$ cat src/core/csfr_pkg.sv
// Purpose: shared constants and types of the core special register set
// Assumes: 8-bit special register space, 16-bit program addresses
// Notes:   every offset, reset value, field position and map bound lives here
package csfr_pkg;

  // special register addresses
  localparam logic [7:0] SFR_STACK_TOP   = 8'h81;  // stack_top_pointer
  localparam logic [7:0] SFR_DATA_POINTER_PAIR_LOW    = 8'h82;  // data_ptr_low
  localparam logic [7:0] SFR_DATA_POINTER_PAIR_HIGH   = 8'h83;  // data_ptr_high
  localparam logic [7:0] SFR_STATUS      = 8'hD0;  // status_word
  localparam logic [7:0] SFR_PRIMARY     = 8'hE0;  // primary_operand
  localparam logic [7:0] SFR_SECOND      = 8'hF0;  // second_operand
  localparam logic [7:0] SFR_AUX_CTRL    = 8'hF8;  // auxiliary_control_one

  // values after reset
  localparam logic [7:0]  RST_STACK_TOP  = 8'h07;
  localparam logic [7:0]  RST_BYTE       = 8'h00;
  localparam logic [15:0] RST_DATA_POINTER_PAIR       = 16'h0000;
  localparam logic [3:0]  RST_AUX_CTRL   = 4'h0;
  localparam logic [15:0] RST_CFG_WORD   = 16'h0000;

  // status word field positions
  localparam int ST_CARRY    = 7;  // carry_bit
  localparam int ST_HALF     = 6;  // half_carry_bit
  localparam int ST_UFLAG0   = 5;  // user_flag_zero
  localparam int ST_BANK_HI  = 4;  // bank_select_high
  localparam int ST_BANK_LO  = 3;  // bank_select_low
  localparam int ST_RANGE    = 2;  // signed_range_bit
  localparam int ST_UFLAG1   = 1;  // user_flag_one
  localparam int ST_PARITY   = 0;  // parity of primary operand

  // auxiliary control field positions
  localparam int AUX_PTR_SEL = 0;  // pointer_choice_bit
  localparam int AUX_WIDTH   = 4;  // bits 3..0 implemented, 7..4 read zero

  // working bank stride in internal memory
  localparam logic [7:0] BANK_STRIDE_SH = 8'h03;  // bank n starts at n*8

  // decimal adjust thresholds and corrections
  localparam logic [3:0] BCD_MAX_DIGIT = 4'h9;
  localparam logic [8:0] BCD_FIX_LOW   = 9'h006;
  localparam logic [8:0] BCD_FIX_HIGH  = 9'h060;

  // program memory map (16K flash)
  localparam logic [15:0] PM_TOP        = 16'h3FFF;
  localparam logic [15:0] PM_VEC_END    = 16'h005F;
  localparam logic [15:0] PM_ICE_START  = 16'h1D00;
  localparam logic [15:0] PM_ICE_END    = 16'h1FFF;
  localparam logic [15:0] PM_FREE_START = 16'h3F00;
  localparam logic [15:0] PM_FREE_END   = 16'h3FFD;
  localparam logic [15:0] PM_CFG_START  = 16'h3FFE;

  // operations the instruction sequencer hands to this block
  typedef enum logic [4:0] {
    OP_NONE, OP_ADD, OP_ADDC, OP_SUBB, OP_MUL, OP_DIV, OP_DA, OP_RRC, OP_RLC,
    OP_SETB_C, OP_CLR_C, OP_CPL_C, OP_ANL_C, OP_ANL_NC, OP_ORL_C, OP_ORL_NC,
    OP_MOV_C, OP_CJNE, OP_PUSH, OP_POP, OP_CALL, OP_RET
  } csfr_op_e;

  // program memory partitions
  typedef enum logic [2:0] {
    RG_VECTOR, RG_USER, RG_ICE_RESERVE, RG_IAP_FREE, RG_CONFIG, RG_OUTSIDE
  } csfr_region_e;

endpackage : csfr_pkg

$ cat src/core/csfr_core.sv
// Purpose: core special registers: operands, stack top, dual pointers, status
// Assumes: one operation per cycle from the sequencer; memory reached outside
// Notes:   a special register write in the same cycle as an operation wins
//          for the register it addresses
module csfr_core
  import csfr_pkg::*;
(
  // clock and reset
  input  wire logic        i_sys_clk,       // core clock
  input  wire logic        i_nrst,          // asynchronous reset, active low
  // special register port
  input  wire logic [7:0]  i_sfr_addr,      // register address
  input  wire logic        i_sfr_wr,        // write strobe
  input  wire logic        i_sfr_rd,        // read strobe
  input  wire logic [7:0]  i_sfr_wdata,     // write data
  output logic      [7:0]  o_sfr_rdata,     // read data, one cycle after strobe
  output logic             o_sfr_hit,       // read hit a register here
  // operation port
  input  wire logic        i_op_valid,      // operation this cycle
  input  csfr_op_e         i_op_code,       // which operation
  input  wire logic [7:0]  i_op_operand,    // byte operand or push data
  input  wire logic        i_op_bit,        // bit operand for carry logic
  input  wire logic [15:0] i_op_pc,         // return address for calls
  // stack memory requests
  output logic             o_stk_we,        // write request
  output logic             o_stk_re,        // read request
  output logic             o_stk_two,       // two-byte transfer
  output logic      [7:0]  o_stk_addr,      // first byte address
  output logic      [15:0] o_stk_wdata,     // write data, low byte first
  // pointer and bank views
  output logic      [15:0] o_data_pointer_pair,          // active data pointer
  output logic      [15:0] o_code_idx_addr, // pointer plus primary operand
  output logic      [7:0]  o_bank_base,     // first address of working bank
  output logic      [2:0]  o_aux_ctrl,      // auxiliary bits 3..1 to neighbours
  // program memory map
  input  wire logic [15:0] i_fetch_addr,    // program fetch address
  input  wire logic [15:0] i_iap_addr,      // in-application write address
  output csfr_region_e     o_fetch_region,  // partition of fetch address
  output logic             o_iap_free,      // write needs no protection bit
  // configuration word
  input  wire logic [15:0] i_cfg_word,      // flash bytes at 3FFEh..3FFFh
  output logic      [15:0] o_cfg_word,      // captured configuration
  output logic             o_cfg_loaded     // capture done
);

  // register state
  logic [7:0]  acc_r, acc_nxt;             // primary operand
  logic [7:0]  sec_r, sec_nxt;             // second operand
  logic [7:0]  sp_r, sp_nxt;               // stack top pointer
  logic [7:0]  psw_r, psw_nxt;             // status word, bit 0 unused here
  logic        par_r;                      // parity flag
  logic [3:0]  aux_r;                      // auxiliary control bits
  logic [15:0] data_pointer_pair_r [2];                 // two physical pointers
  logic [15:0] cfg_r;                      // configuration copy
  logic        cfg_done_r;                 // copy taken
  logic [7:0]  rdata_r;                    // registered read data
  logic        hit_r;                      // registered read hit
  logic        stk_we_r, stk_re_r, stk_two_r;
  logic [7:0]  stk_addr_r;
  logic [15:0] stk_wdata_r;

  // partition decode, shared by fetch and write paths
  function automatic csfr_region_e region_of(input logic [15:0] a);
    csfr_region_e rg;
    if (a > PM_TOP)                  rg = RG_OUTSIDE;
    else if (a <= PM_VEC_END)        rg = RG_VECTOR;
    else if (a >= PM_CFG_START)      rg = RG_CONFIG;
    else if (a >= PM_FREE_START)     rg = RG_IAP_FREE;
    else if (a >= PM_ICE_START && a <= PM_ICE_END)
                                     rg = RG_ICE_RESERVE;
    else                             rg = RG_USER;
    return rg;
  endfunction : region_of

  // address decode
  wire        sel_ptr  = aux_r[AUX_PTR_SEL];
  wire        wr_acc   = i_sfr_wr && (i_sfr_addr == SFR_PRIMARY);
  wire        wr_sec   = i_sfr_wr && (i_sfr_addr == SFR_SECOND);
  wire        wr_sp    = i_sfr_wr && (i_sfr_addr == SFR_STACK_TOP);
  wire        wr_psw   = i_sfr_wr && (i_sfr_addr == SFR_STATUS);
  wire        wr_aux   = i_sfr_wr && (i_sfr_addr == SFR_AUX_CTRL);
  wire        wr_dpl   = i_sfr_wr && (i_sfr_addr == SFR_DATA_POINTER_PAIR_LOW);
  wire        wr_dph   = i_sfr_wr && (i_sfr_addr == SFR_DATA_POINTER_PAIR_HIGH);
  wire        op_on    = i_op_valid && (i_op_code != OP_NONE);
  wire [15:0] data_pointer_pair_act = data_pointer_pair_r[sel_ptr];

  // flag inputs
  wire       cy     = psw_r[ST_CARRY];
  wire       ac     = psw_r[ST_HALF];
  wire       cin    = (i_op_code == OP_ADDC) ? cy : 1'b0;
  wire [7:0] opnd   = i_op_operand;

  // add and add-with-carry
  wire [8:0] add_sum = {1'b0, acc_r} + {1'b0, opnd} + {8'h00, cin};
  wire [4:0] add_lo  = {1'b0, acc_r[3:0]} + {1'b0, opnd[3:0]} + {4'h0, cin};
  wire       add_ov  = (acc_r[7] == opnd[7]) && (add_sum[7] != acc_r[7]);

  // subtract with borrow
  wire [8:0] sub_dif = {1'b0, acc_r} - {1'b0, opnd} - {8'h00, cy};
  wire [4:0] sub_lo  = {1'b0, acc_r[3:0]} - {1'b0, opnd[3:0]} - {4'h0, cy};
  wire       sub_ov  = (acc_r[7] != opnd[7]) && (sub_dif[7] != acc_r[7]);

  // decimal adjust in two correction steps
  wire       da_fix_lo = (acc_r[3:0] > BCD_MAX_DIGIT) || ac;
  wire [8:0] da_one    = {1'b0, acc_r} + (da_fix_lo ? BCD_FIX_LOW : 9'h000);
  wire       da_fix_hi = (da_one[7:4] > BCD_MAX_DIGIT) || da_one[8] || cy;
  wire [8:0] da_two    = {1'b0, da_one[7:0]} + (da_fix_hi ? BCD_FIX_HIGH : 9'h000);
  wire       da_cy     = cy || da_one[8] || da_two[8];

  // multiply and divide results
  logic [15:0] md_prod;
  logic [7:0]  md_quot, md_rem;
  logic        md_zero;

  csfr_muldiv u_muldiv
  (
    .i_dividend  (acc_r),
    .i_divisor   (sec_r),
    .o_product   (md_prod),
    .o_quotient  (md_quot),
    .o_remainder (md_rem),
    .o_div_zero  (md_zero)
  );

  // operation effects, then special register writes on top
  always_comb
  begin
    acc_nxt = acc_r;
    sec_nxt = sec_r;
    sp_nxt  = sp_r;
    psw_nxt = psw_r;
    if (op_on)
    begin
      unique case (i_op_code)
        OP_ADD, OP_ADDC:
        begin
          acc_nxt           = add_sum[7:0];
          psw_nxt[ST_CARRY] = add_sum[8];
          psw_nxt[ST_HALF]  = add_lo[4];
          psw_nxt[ST_RANGE] = add_ov;
        end
        OP_SUBB:
        begin
          acc_nxt           = sub_dif[7:0];
          psw_nxt[ST_CARRY] = sub_dif[8];
          psw_nxt[ST_HALF]  = sub_lo[4];
          psw_nxt[ST_RANGE] = sub_ov;
        end
        OP_MUL:
        begin
          acc_nxt           = md_prod[7:0];
          sec_nxt           = md_prod[15:8];
          psw_nxt[ST_CARRY] = 1'b0;
          psw_nxt[ST_RANGE] = (md_prod[15:8] != 8'h00);
        end
        OP_DIV:
        begin
          psw_nxt[ST_CARRY] = 1'b0;
          psw_nxt[ST_RANGE] = md_zero;
          // zero divisor leaves both operands as they were
          if (!md_zero)
          begin
            acc_nxt = md_quot;
            sec_nxt = md_rem;
          end
        end
        OP_DA:
        begin
          acc_nxt           = da_two[7:0];
          psw_nxt[ST_CARRY] = da_cy;
        end
        OP_RRC:
        begin
          acc_nxt           = {cy, acc_r[7:1]};
          psw_nxt[ST_CARRY] = acc_r[0];
        end
        OP_RLC:
        begin
          acc_nxt           = {acc_r[6:0], cy};
          psw_nxt[ST_CARRY] = acc_r[7];
        end
        OP_SETB_C: psw_nxt[ST_CARRY] = 1'b1;
        OP_CLR_C:  psw_nxt[ST_CARRY] = 1'b0;
        OP_CPL_C:  psw_nxt[ST_CARRY] = !cy;
        OP_ANL_C:  psw_nxt[ST_CARRY] = cy && i_op_bit;
        OP_ANL_NC: psw_nxt[ST_CARRY] = cy && !i_op_bit;
        OP_ORL_C:  psw_nxt[ST_CARRY] = cy || i_op_bit;
        OP_ORL_NC: psw_nxt[ST_CARRY] = cy || !i_op_bit;
        OP_MOV_C:  psw_nxt[ST_CARRY] = i_op_bit;
        OP_CJNE:   psw_nxt[ST_CARRY] = (acc_r < opnd);
        OP_PUSH:   sp_nxt = sp_r + 8'h01;
        OP_POP:    sp_nxt = sp_r - 8'h01;
        OP_CALL:   sp_nxt = sp_r + 8'h02;
        OP_RET:    sp_nxt = sp_r - 8'h02;
        default:   sp_nxt = sp_r;  // undefined code on the port: no effect
      endcase
    end
    // software writes override the addressed register
    if (wr_acc)
      acc_nxt = i_sfr_wdata;
    if (wr_sec)
      sec_nxt = i_sfr_wdata;
    if (wr_sp)
      sp_nxt  = i_sfr_wdata;
    if (wr_psw)
      psw_nxt = i_sfr_wdata;
    psw_nxt[ST_PARITY] = 1'b0;  // parity is kept in its own flop
  end

  // operand, stack and status registers
  always_ff @(posedge i_sys_clk or negedge i_nrst)
  begin
    if (!i_nrst)
    begin
      acc_r <= RST_BYTE;
      sec_r <= RST_BYTE;
      sp_r  <= RST_STACK_TOP;
      psw_r <= RST_BYTE;
      par_r <= 1'b0;
    end
    else
    begin
      acc_r <= acc_nxt;
      sec_r <= sec_nxt;
      sp_r  <= sp_nxt;
      psw_r <= psw_nxt;
      par_r <= ^acc_nxt;  // follows the value the operand will hold
    end
  end

  // auxiliary control; upper nibble is not implemented
  always_ff @(posedge i_sys_clk or negedge i_nrst)
  begin
    if (!i_nrst)
      aux_r <= RST_AUX_CTRL;
    else if (wr_aux)
      aux_r <= i_sfr_wdata[AUX_WIDTH-1:0];
  end

  // the two pointers share one address pair; only the selected one is written
  for (genvar g = 0; g < 2; g++)
  begin : g_data_pointer_pair
    wire mine = (sel_ptr == 1'(g));
    always_ff @(posedge i_sys_clk or negedge i_nrst)
    begin
      if (!i_nrst)
        data_pointer_pair_r[g] <= RST_DATA_POINTER_PAIR;
      else if (mine && wr_dpl)
        data_pointer_pair_r[g] <= {data_pointer_pair_r[g][15:8], i_sfr_wdata};
      else if (mine && wr_dph)
        data_pointer_pair_r[g] <= {i_sfr_wdata, data_pointer_pair_r[g][7:0]};
    end
  end

  // read multiplexer; unmapped addresses answer zero with no hit
  logic [7:0] rd_mux;
  logic       rd_hit;
  always_comb
  begin
    rd_hit = 1'b1;
    unique case (i_sfr_addr)
      SFR_PRIMARY:   rd_mux = acc_r;
      SFR_SECOND:    rd_mux = sec_r;
      SFR_STACK_TOP: rd_mux = sp_r;
      SFR_DATA_POINTER_PAIR_LOW:  rd_mux = data_pointer_pair_act[7:0];
      SFR_DATA_POINTER_PAIR_HIGH: rd_mux = data_pointer_pair_act[15:8];
      SFR_STATUS:    rd_mux = {psw_r[7:1], par_r};
      SFR_AUX_CTRL:  rd_mux = {4'h0, aux_r};
      default:
      begin
        rd_mux = 8'h00;
        rd_hit = 1'b0;
      end
    endcase
  end

  // registered read answer
  always_ff @(posedge i_sys_clk or negedge i_nrst)
  begin
    if (!i_nrst)
    begin
      rdata_r <= 8'h00;
      hit_r   <= 1'b0;
    end
    else
    begin
      rdata_r <= i_sfr_rd ? rd_mux : 8'h00;
      hit_r   <= i_sfr_rd && rd_hit;
    end
  end

  // stack memory request decode
  wire is_push = op_on && (i_op_code == OP_PUSH);
  wire is_pop  = op_on && (i_op_code == OP_POP);
  wire is_call = op_on && (i_op_code == OP_CALL);
  wire is_ret  = op_on && (i_op_code == OP_RET);

  // stack requests: writes go above the old top, reads start at the old top
  always_ff @(posedge i_sys_clk or negedge i_nrst)
  begin
    if (!i_nrst)
    begin
      stk_we_r    <= 1'b0;
      stk_re_r    <= 1'b0;
      stk_two_r   <= 1'b0;
      stk_addr_r  <= 8'h00;
      stk_wdata_r <= 16'h0000;
    end
    else
    begin
      stk_we_r    <= is_push || is_call;
      stk_re_r    <= is_pop || is_ret;
      stk_two_r   <= is_call || is_ret;
      stk_addr_r  <= (is_push || is_call) ? sp_r + 8'h01 : sp_r;
      stk_wdata_r <= is_call ? i_op_pc : {8'h00, opnd};
    end
  end

  // configuration copy, taken on the first edge after reset release
  always_ff @(posedge i_sys_clk or negedge i_nrst)
  begin
    if (!i_nrst)
    begin
      cfg_r      <= RST_CFG_WORD;
      cfg_done_r <= 1'b0;
    end
    else if (!cfg_done_r)
    begin
      cfg_r      <= i_cfg_word;
      cfg_done_r <= 1'b1;
    end
  end

  // outputs
  assign o_sfr_rdata     = rdata_r;
  assign o_sfr_hit       = hit_r;
  assign o_stk_we        = stk_we_r;
  assign o_stk_re        = stk_re_r;
  assign o_stk_two       = stk_two_r;
  assign o_stk_addr      = stk_addr_r;
  assign o_stk_wdata     = stk_wdata_r;
  assign o_data_pointer_pair          = data_pointer_pair_act;
  assign o_code_idx_addr = data_pointer_pair_act + {8'h00, acc_r};
  assign o_bank_base     = {6'h00, psw_r[ST_BANK_HI], psw_r[ST_BANK_LO]}
                           << BANK_STRIDE_SH;
  assign o_aux_ctrl      = aux_r[3:1];
  assign o_fetch_region  = region_of(i_fetch_addr);
  assign o_iap_free      = (region_of(i_iap_addr) == RG_IAP_FREE);
  assign o_cfg_word      = cfg_r;
  assign o_cfg_loaded    = cfg_done_r;

endmodule : csfr_core

$ cat src/core/csfr_muldiv.sv
// Purpose: single-cycle 8x8 multiply and 8/8 divide for the operand pair
// Assumes: purely combinational, result taken by the caller in the same cycle
// Notes:   divide is a restoring loop unrolled by synthesis; long path, 8 stages
module csfr_muldiv
  import csfr_pkg::*;
(
  // operands
  input  wire logic [7:0]  i_dividend,   // primary operand
  input  wire logic [7:0]  i_divisor,    // second operand
  // results
  output logic      [15:0] o_product,    // full product
  output logic      [7:0]  o_quotient,   // quotient, meaningless on zero divisor
  output logic      [7:0]  o_remainder,  // remainder, meaningless on zero divisor
  output logic             o_div_zero    // divisor is zero
);

  // unsigned product, operands widened so no bits are lost
  assign o_product  = {8'h00, i_dividend} * {8'h00, i_divisor};
  assign o_div_zero = (i_divisor == 8'h00);

  // restoring division, one quotient bit per step from the top
  always_comb
  begin
    logic [8:0] part;
    part       = 9'h000;
    o_quotient = 8'h00;
    for (int k = 7; k >= 0; k--)
    begin
      part = {part[7:0], i_dividend[k]};
      if (part >= {1'b0, i_divisor})
      begin
        part          = part - {1'b0, i_divisor};
        o_quotient[k] = 1'b1;
      end
    end
    o_remainder = part[7:0];
  end

endmodule : csfr_muldiv

$ cat config.mk
export PLATFORM = sky130hd
export DESIGN_NAME = csfr_core
export DESIGN_NICKNAME = d
export VERILOG_FILES = /design/src/core/csfr_pkg.sv /design/src/core/csfr_core.sv /design/src/core/csfr_muldiv.sv
export SDC_FILE = /design/constraint.sdc
export NUM_CORES = 1
export LEC_CHECK = 0
export BUFFER_PORTS_ARGS = -buffer_cell sky130_fd_sc_hd__buf_2
export CORE_MARGIN = 5
export CORE_UTILIZATION = 36
export DETAILED_ROUTE_END_ITERATION = 7
export HOLD_SLACK_MARGIN = 0.1
export PLACE_DENSITY = 0.58
export SETUP_SLACK_MARGIN = 0.4
export SLEW_MARGIN = 20
export SYNTH_ARGS = -nofsm -noshare
export SYNTH_HDL_FRONTEND = slang
export SYNTH_HIERARCHICAL = 1
export SYNTH_SLANG_ARGS = --single-unit
export TNS_END_PERCENT = 1
$ cat constraint.sdc
create_clock -name i_sys_clk -period 52 [get_ports i_sys_clk]
set_input_delay 2.6 -clock i_sys_clk [delete_from_list [all_inputs] [get_ports i_sys_clk]]
set_output_delay 2.6 -clock i_sys_clk [all_outputs]
set_load 0.03 [all_outputs]
# After elaboration in Yosys (flattened, before gate mapping)
# Cells that the tools add are included.
[op_classes]
add_sub_neg = 23
n_mul = 1
order_cmp = 24
n_eq_ne = 34
n_mux = 56
bitwise = 4
n_reduce_logical = 57
[ops]
columns = ["op", "n"]
rows = [
  ["$mux 8", 21],
  ["$pmux 8 s7", 2],
  ["$ge 16x14->1 const B", 4],
  ["$mux 16", 4],
  ["$ge 9x8->1", 7],
  ["$eq 8x8->1 const B", 7],
  ["$sub 8x8->8", 7],
  ["$eq 5x4->1 const B", 8],
  ["$ge 16x13->1 const B", 2],
  ["$gt 16x14->1 const B", 2],
  ["$le 16x13->1 const B", 2],
  ["$le 16x7->1 const B", 2],
  ["$pmux 8 s4", 1],
  ["$eq 5x5->1 const B", 6],
  ["$logic_and 1x1->1", 23],
  ["$mux 3", 7],
  ["$eq 5x3->1 const B", 4],
  ["$add 16x8->16", 1],
  ["$mul 8x8->16", 1],
  ["$pmux 8 s2", 1],
  ["$reduce_bool 15->1", 1],
  ["$reduce_bool 5->1", 3],
  ["$pmux 1 s14", 1],
  ["$reduce_and 2->1", 6],
  ["43 further kinds", 76],
]
[totals]
ff_bits = 121
in_bits = 99
out_inout_bits = 100
wordCells = 221

# Logic depth before layout (Yosys ltp)
[logic_depth]
depth_word = 21
ltp_mapped = 90

# Hierarchy
# Netlist, hierarchy kept.
[by_module_without_submodules]
columns = ["module", "n_inst", "cells_per_inst", "area_each_um2", "seq_area_each_um2"]
rows = [
  ["csfr_core", 1, 941, 8650.8, 3031.7],
  ["csfr_muldiv", 1, 703, 5361.4, 0.0],
]

# Least setup slack after synthesis
# Ideal clock, no wire load.
[synth_path]
kind = "register to register"
start = "register sec_r[1]"
end = "register par_r"
t_arrival_ps = 16677
slack_ps = 35189
path_stages_with_launch = 85
period_less_slack_ps = 16811
cell_sequence = "dfrtp_1 > inv_1 > ha_1 > or3b_2 > nor4_1 > ha_1 > nand4_1 > o21bai_1 > or2_2 > nor2_1 > inv_1 > o21ai_0 > inv_1 > ha_1 > nor2b_1 > o2111ai_1 > a21oi_1 > a21o_1 > [... 49 more ...] > nor2b_1 > o21ai_0 > a21boi_0 > o21ai_0 > a21boi_0 > o21ai_0 > o211ai_1 > a21oi_1 > and2_1 > clkbuf_1 > mux2i_4 > mux2i_1 > o32a_1 > a21oi_1 > a211o_1 > xor2_1 > xnor2_1 > xnor3_1"
[synth_rtl]
columns = ["element", "line_no", "text"]
rows = [
  ["start, declared", "csfr_core.sv:48", "logic [7:0] sec_r, sec_nxt;"],
  ["start signal, assigned", "csfr_core.sv:224", "sec_r <= sec_nxt;"],
  ["$sub 1x8->8 or $ge 1x8->1 (tied branches)", "csfr_muldiv.sv:32, csfr_muldiv.sv:30", ""],
  ["$mux 8", "csfr_muldiv.sv:30", "if (part >= {1'b0, i_divisor})"],
  ["$ge 9x8->1 (*)", "csfr_muldiv.sv:30", ""],
  ["$mux 1 (*)", "csfr_muldiv.sv:30", ""],
  ["via md_quot[6]", "csfr_core.sv:112", "logic [7:0] md_quot, md_rem;"],
  ["$mux 8 (*)", "csfr_core.sv:161", "if (!md_zero)"],
  ["$pmux 8 s7 (*)", "csfr_core.sv:134", "unique case (i_op_code)"],
  ["$mux 8 (*)", "csfr_core.sv:132", "if (op_on)"],
  ["$mux 8 (*)", "csfr_core.sv:199", "if (wr_acc)"],
  ["$reduce_xor 8->1 (*)", "csfr_core.sv:227", "par_r <= ^acc_nxt;"],
  ["end signal, assigned", "csfr_core.sv:227", ""],
  ["end, declared", "csfr_core.sv:51", "logic par_r;"],
]
# Mark *: on every way through the listed nets, which the timed path passes. The rest lies on a longest branch.
# A chain may end at the register's enable or synchronous reset.

# Worst setup path in the final report
# Ends and elaborated chain as after synthesis.

==> results.json <==
{
  "ys_top_cells_by_count": "nand2_1 (171), ha_1 (150), inv_1 (148), nor2_1 (136), dfrtp_1 (118)",
  "syn-cell-area_mm2": 0.0140,
  "wl_per_cell_um": 18.2,
  "cpMaxStageDelayCell": "or3b_2",
  "start_util": 0.363,
  "hold_path.class": "reg2reg",
  "rsz0062_at_grt": "no",
  "synth_flop_cell": "dfrtp_1",
  "whs_path_depth": 2,
  "yosysUniqueCellTypes": 97,
  "worstHoldStart": "psw_r[1]",
  "overflow": 0,
  "synthToLayoutAreaGrowth_pct": 14.2,
  "endpoint_kind": "register",
  "hold_violations": 0,
  "synth.area.top_cells": "dfrtp_1 (21%), ha_1 (13%), mux2_2 (7.4%)",
  "rows": 72,
  "coreArea_mm2": 0.0386,
  "antenna_found_initial": 1,
  "finalNonFillerCells": 2331,
  "crit_type": "reg2reg",
  "clkTransAtPathRegs_ps": 50,
  "viasPerCell": 5.38,
  "cts_setup_buffers": 0,
  "setup_viol": 0,
  "finalSetupTns_ps": 0,
  "yosysTopAreaCellShare": 0.211,
  "grt_usage": 0.192,
  "timing.rr.start": "sec_r[1]",
  "dp.cells": 2299,
  "worst_pin_slew_ps": 910,
  "outcome": "finished, final reports clean",
  "worstPathArrival_ps": 20070,
  "cts_tree": "built",
  "final_util": 0.415,
  "max_freq_mhz": 50.6,
  "synth_async_sr_flop_share": 1.00,
  "synth_largest_area_cell": "dfrtp_1",
  "grt_max_degree": 69,
  "syn_inst": 1644,
  "cp_common_cell": "o21ai_0",
  "final_nets": 2099,
  "die_h_um": 207,
  "drc": 0,
  "clock_latency_ps": 430,
  "grt_pass1_wl_um": 68000,
  "r2r_cells": 82,
  "finalCritPeriodShare": 0.380,
  "crit_fanout": 17,
  "io_buffers": 190,
  "htree_levels": 4,
  "clockRootBuffer": "clkbuf_16",
  "drive_gt1_frac": 0.206,
  "num_vias": 12500,
  "drtIter0Drc": 1023,
  "hpwl_um": 32800,
  "yosys_warnings": 6,
  "reg2reg_to": "par_r",
  "io_pins": 199,
  "r2r_slack_ps": 32230,
  "yosysMostFrequentCell": "nand2_1",
  "slew_headroom": 0.393,
  "max_cap_violations": 0,
  "num-fill-cells": 4002,
  "startpoint_type": "register",
  "period_minus_slack_ps": 19770,
  "ys_ff_latch": 121,
  "ff_latch_area_mm2": 0.00303,
  "die_area_mm2": 0.0430,
  "worstPathRequired_ps": 52300,
  "ant_nets": 0,
  "cp_slowest_stage_delay_ps": 510,
  "ctsHoldBuffers": 0,
  "die_x_um": 207,
  "multi_input_area_mm2": 0.0100,
  "syn_avg_cell_area_um2": 8.52,
  "grt_pass1_vias": 12600,
  "finClkSkew_ps": 14.9,
  "drt_pass1_iterations": 5,
  "slew_viol_final": 0,
  "yosysSeqAreaShare": 0.216,
  "finalWirelength_um": 42500,
  "cts.repair.resized": 0,
  "clock-sinks": 121,
  "synth_edf_count": 0,
  "holdPathEnd": "psw_r[1]",
  "diodes": 0,
  "clockBufferDepth": 2,
  "numCtsBuffers": 17,
  "gp_congestion": 0.890
}
## flip-flops by register name, indices dropped and copies added, names as in the netlist, 4 cells and up
register,flops
o_stk_wdata,16
o_stk_addr,8
o_sfr_rdata,8
data_pointer_pair_r,32
sec_r,8
acc_r,8
sp_r,8
psw_r,7
o_cfg_word,16
aux_r,4
## worst max-delay path, delay by kind of cell, from the launching register on
family / cells / cell delay [ps]
buffers and inverters: 10 / 1590
AO/OA/AOI/OAI: 39 / 8950
multiplexers: 6 / 1900
adder cells (fa/ha/maj): 8 / 2470
flip-flops: 1 / 320
AND/OR/NAND/NOR: 16 / 3620
XOR/XNOR: 3 / 750
## per-layer routing
layer | track usage | wire length [um]
met5 | 0 | 13
met2 | 0.313 | 19600
met1 | 0.266 | 19800
met3 | 0.0385 | 2520
met4 | 0.0385 | 649
## area by class of cell
type | instances | share of cell area
repair buffers | 205 | 0.0666
well taps | 518 | 0.0405
inverters | 155 | 0.0373
clock inverters | 13 | 0.0106
clock buffers | 19 | 0.0277
multi-input cells | 1300 | 0.628
flip-flops and latches | 121 | 0.190
## worst max path at each step
stage | from | to | slack [ps] | depth (start not counted)
5_1_grt | sec_r[1] | par_r | 30480 | 84
4_1_cts | sec_r[1] | par_r | 32400 | 82
2_1_floorplan | sec_r[1] | par_r | 35190 | 84
3_5_place_dp | sec_r[1] | par_r | 32520 | 82
6_report | sec_r[1] | par_r | 32230 | 82
3_3_place_gp | sec_r[1] | par_r | 32700 | 82
## metrics by stage
step	hold slack (ps)	worst slack, ps	cell area, um^2
floorplan	442	35190	14000
global placement	463	32700	15400
detailed placement	470	32520	15400
CTS	483	32400	16000
global route	504	30480	16000
finish	487	32230	16000
## placed cells by master (no fill, tap or decap), types with 17 or more instances in the layout
cell	synthesis	final
a21oi_1	80	80
o21ai_0	92	92
dfrtp_1	118	118
a22oi_1	18	18
fa_1	50	50
mux2_2	92	92
buf_2	14	189
nor3_1	26	25
xor2_1	32	32
nor2_1	136	136
inv_1	148	148
ha_1	150	150
mux2i_1	23	23
nand2b_1	22	22
xnor2_1	63	63
nand3_1	32	32
nand2_1	171	171
nor2b_1	22	22
a21o_1	21	21
clkbuf_16	0	17
## kinds of logic after synthesis
| family | share of synthesized area |
|---|---|
| AND/OR/NAND/NOR | 0.178 |
| AO/OA/AOI/OAI | 0.175 |
| other | 0.000536 |
| XOR/XNOR | 0.0621 |
| adder cells (fa/ha/maj) | 0.206 |
| buffers and inverters | 0.0692 |
| multiplexers | 0.0930 |
| flip-flops | 0.216 |
Power is left out: the tool's default activity adds up to more than one toggle a clock period on the data nets, which glitch-free logic cannot reach.
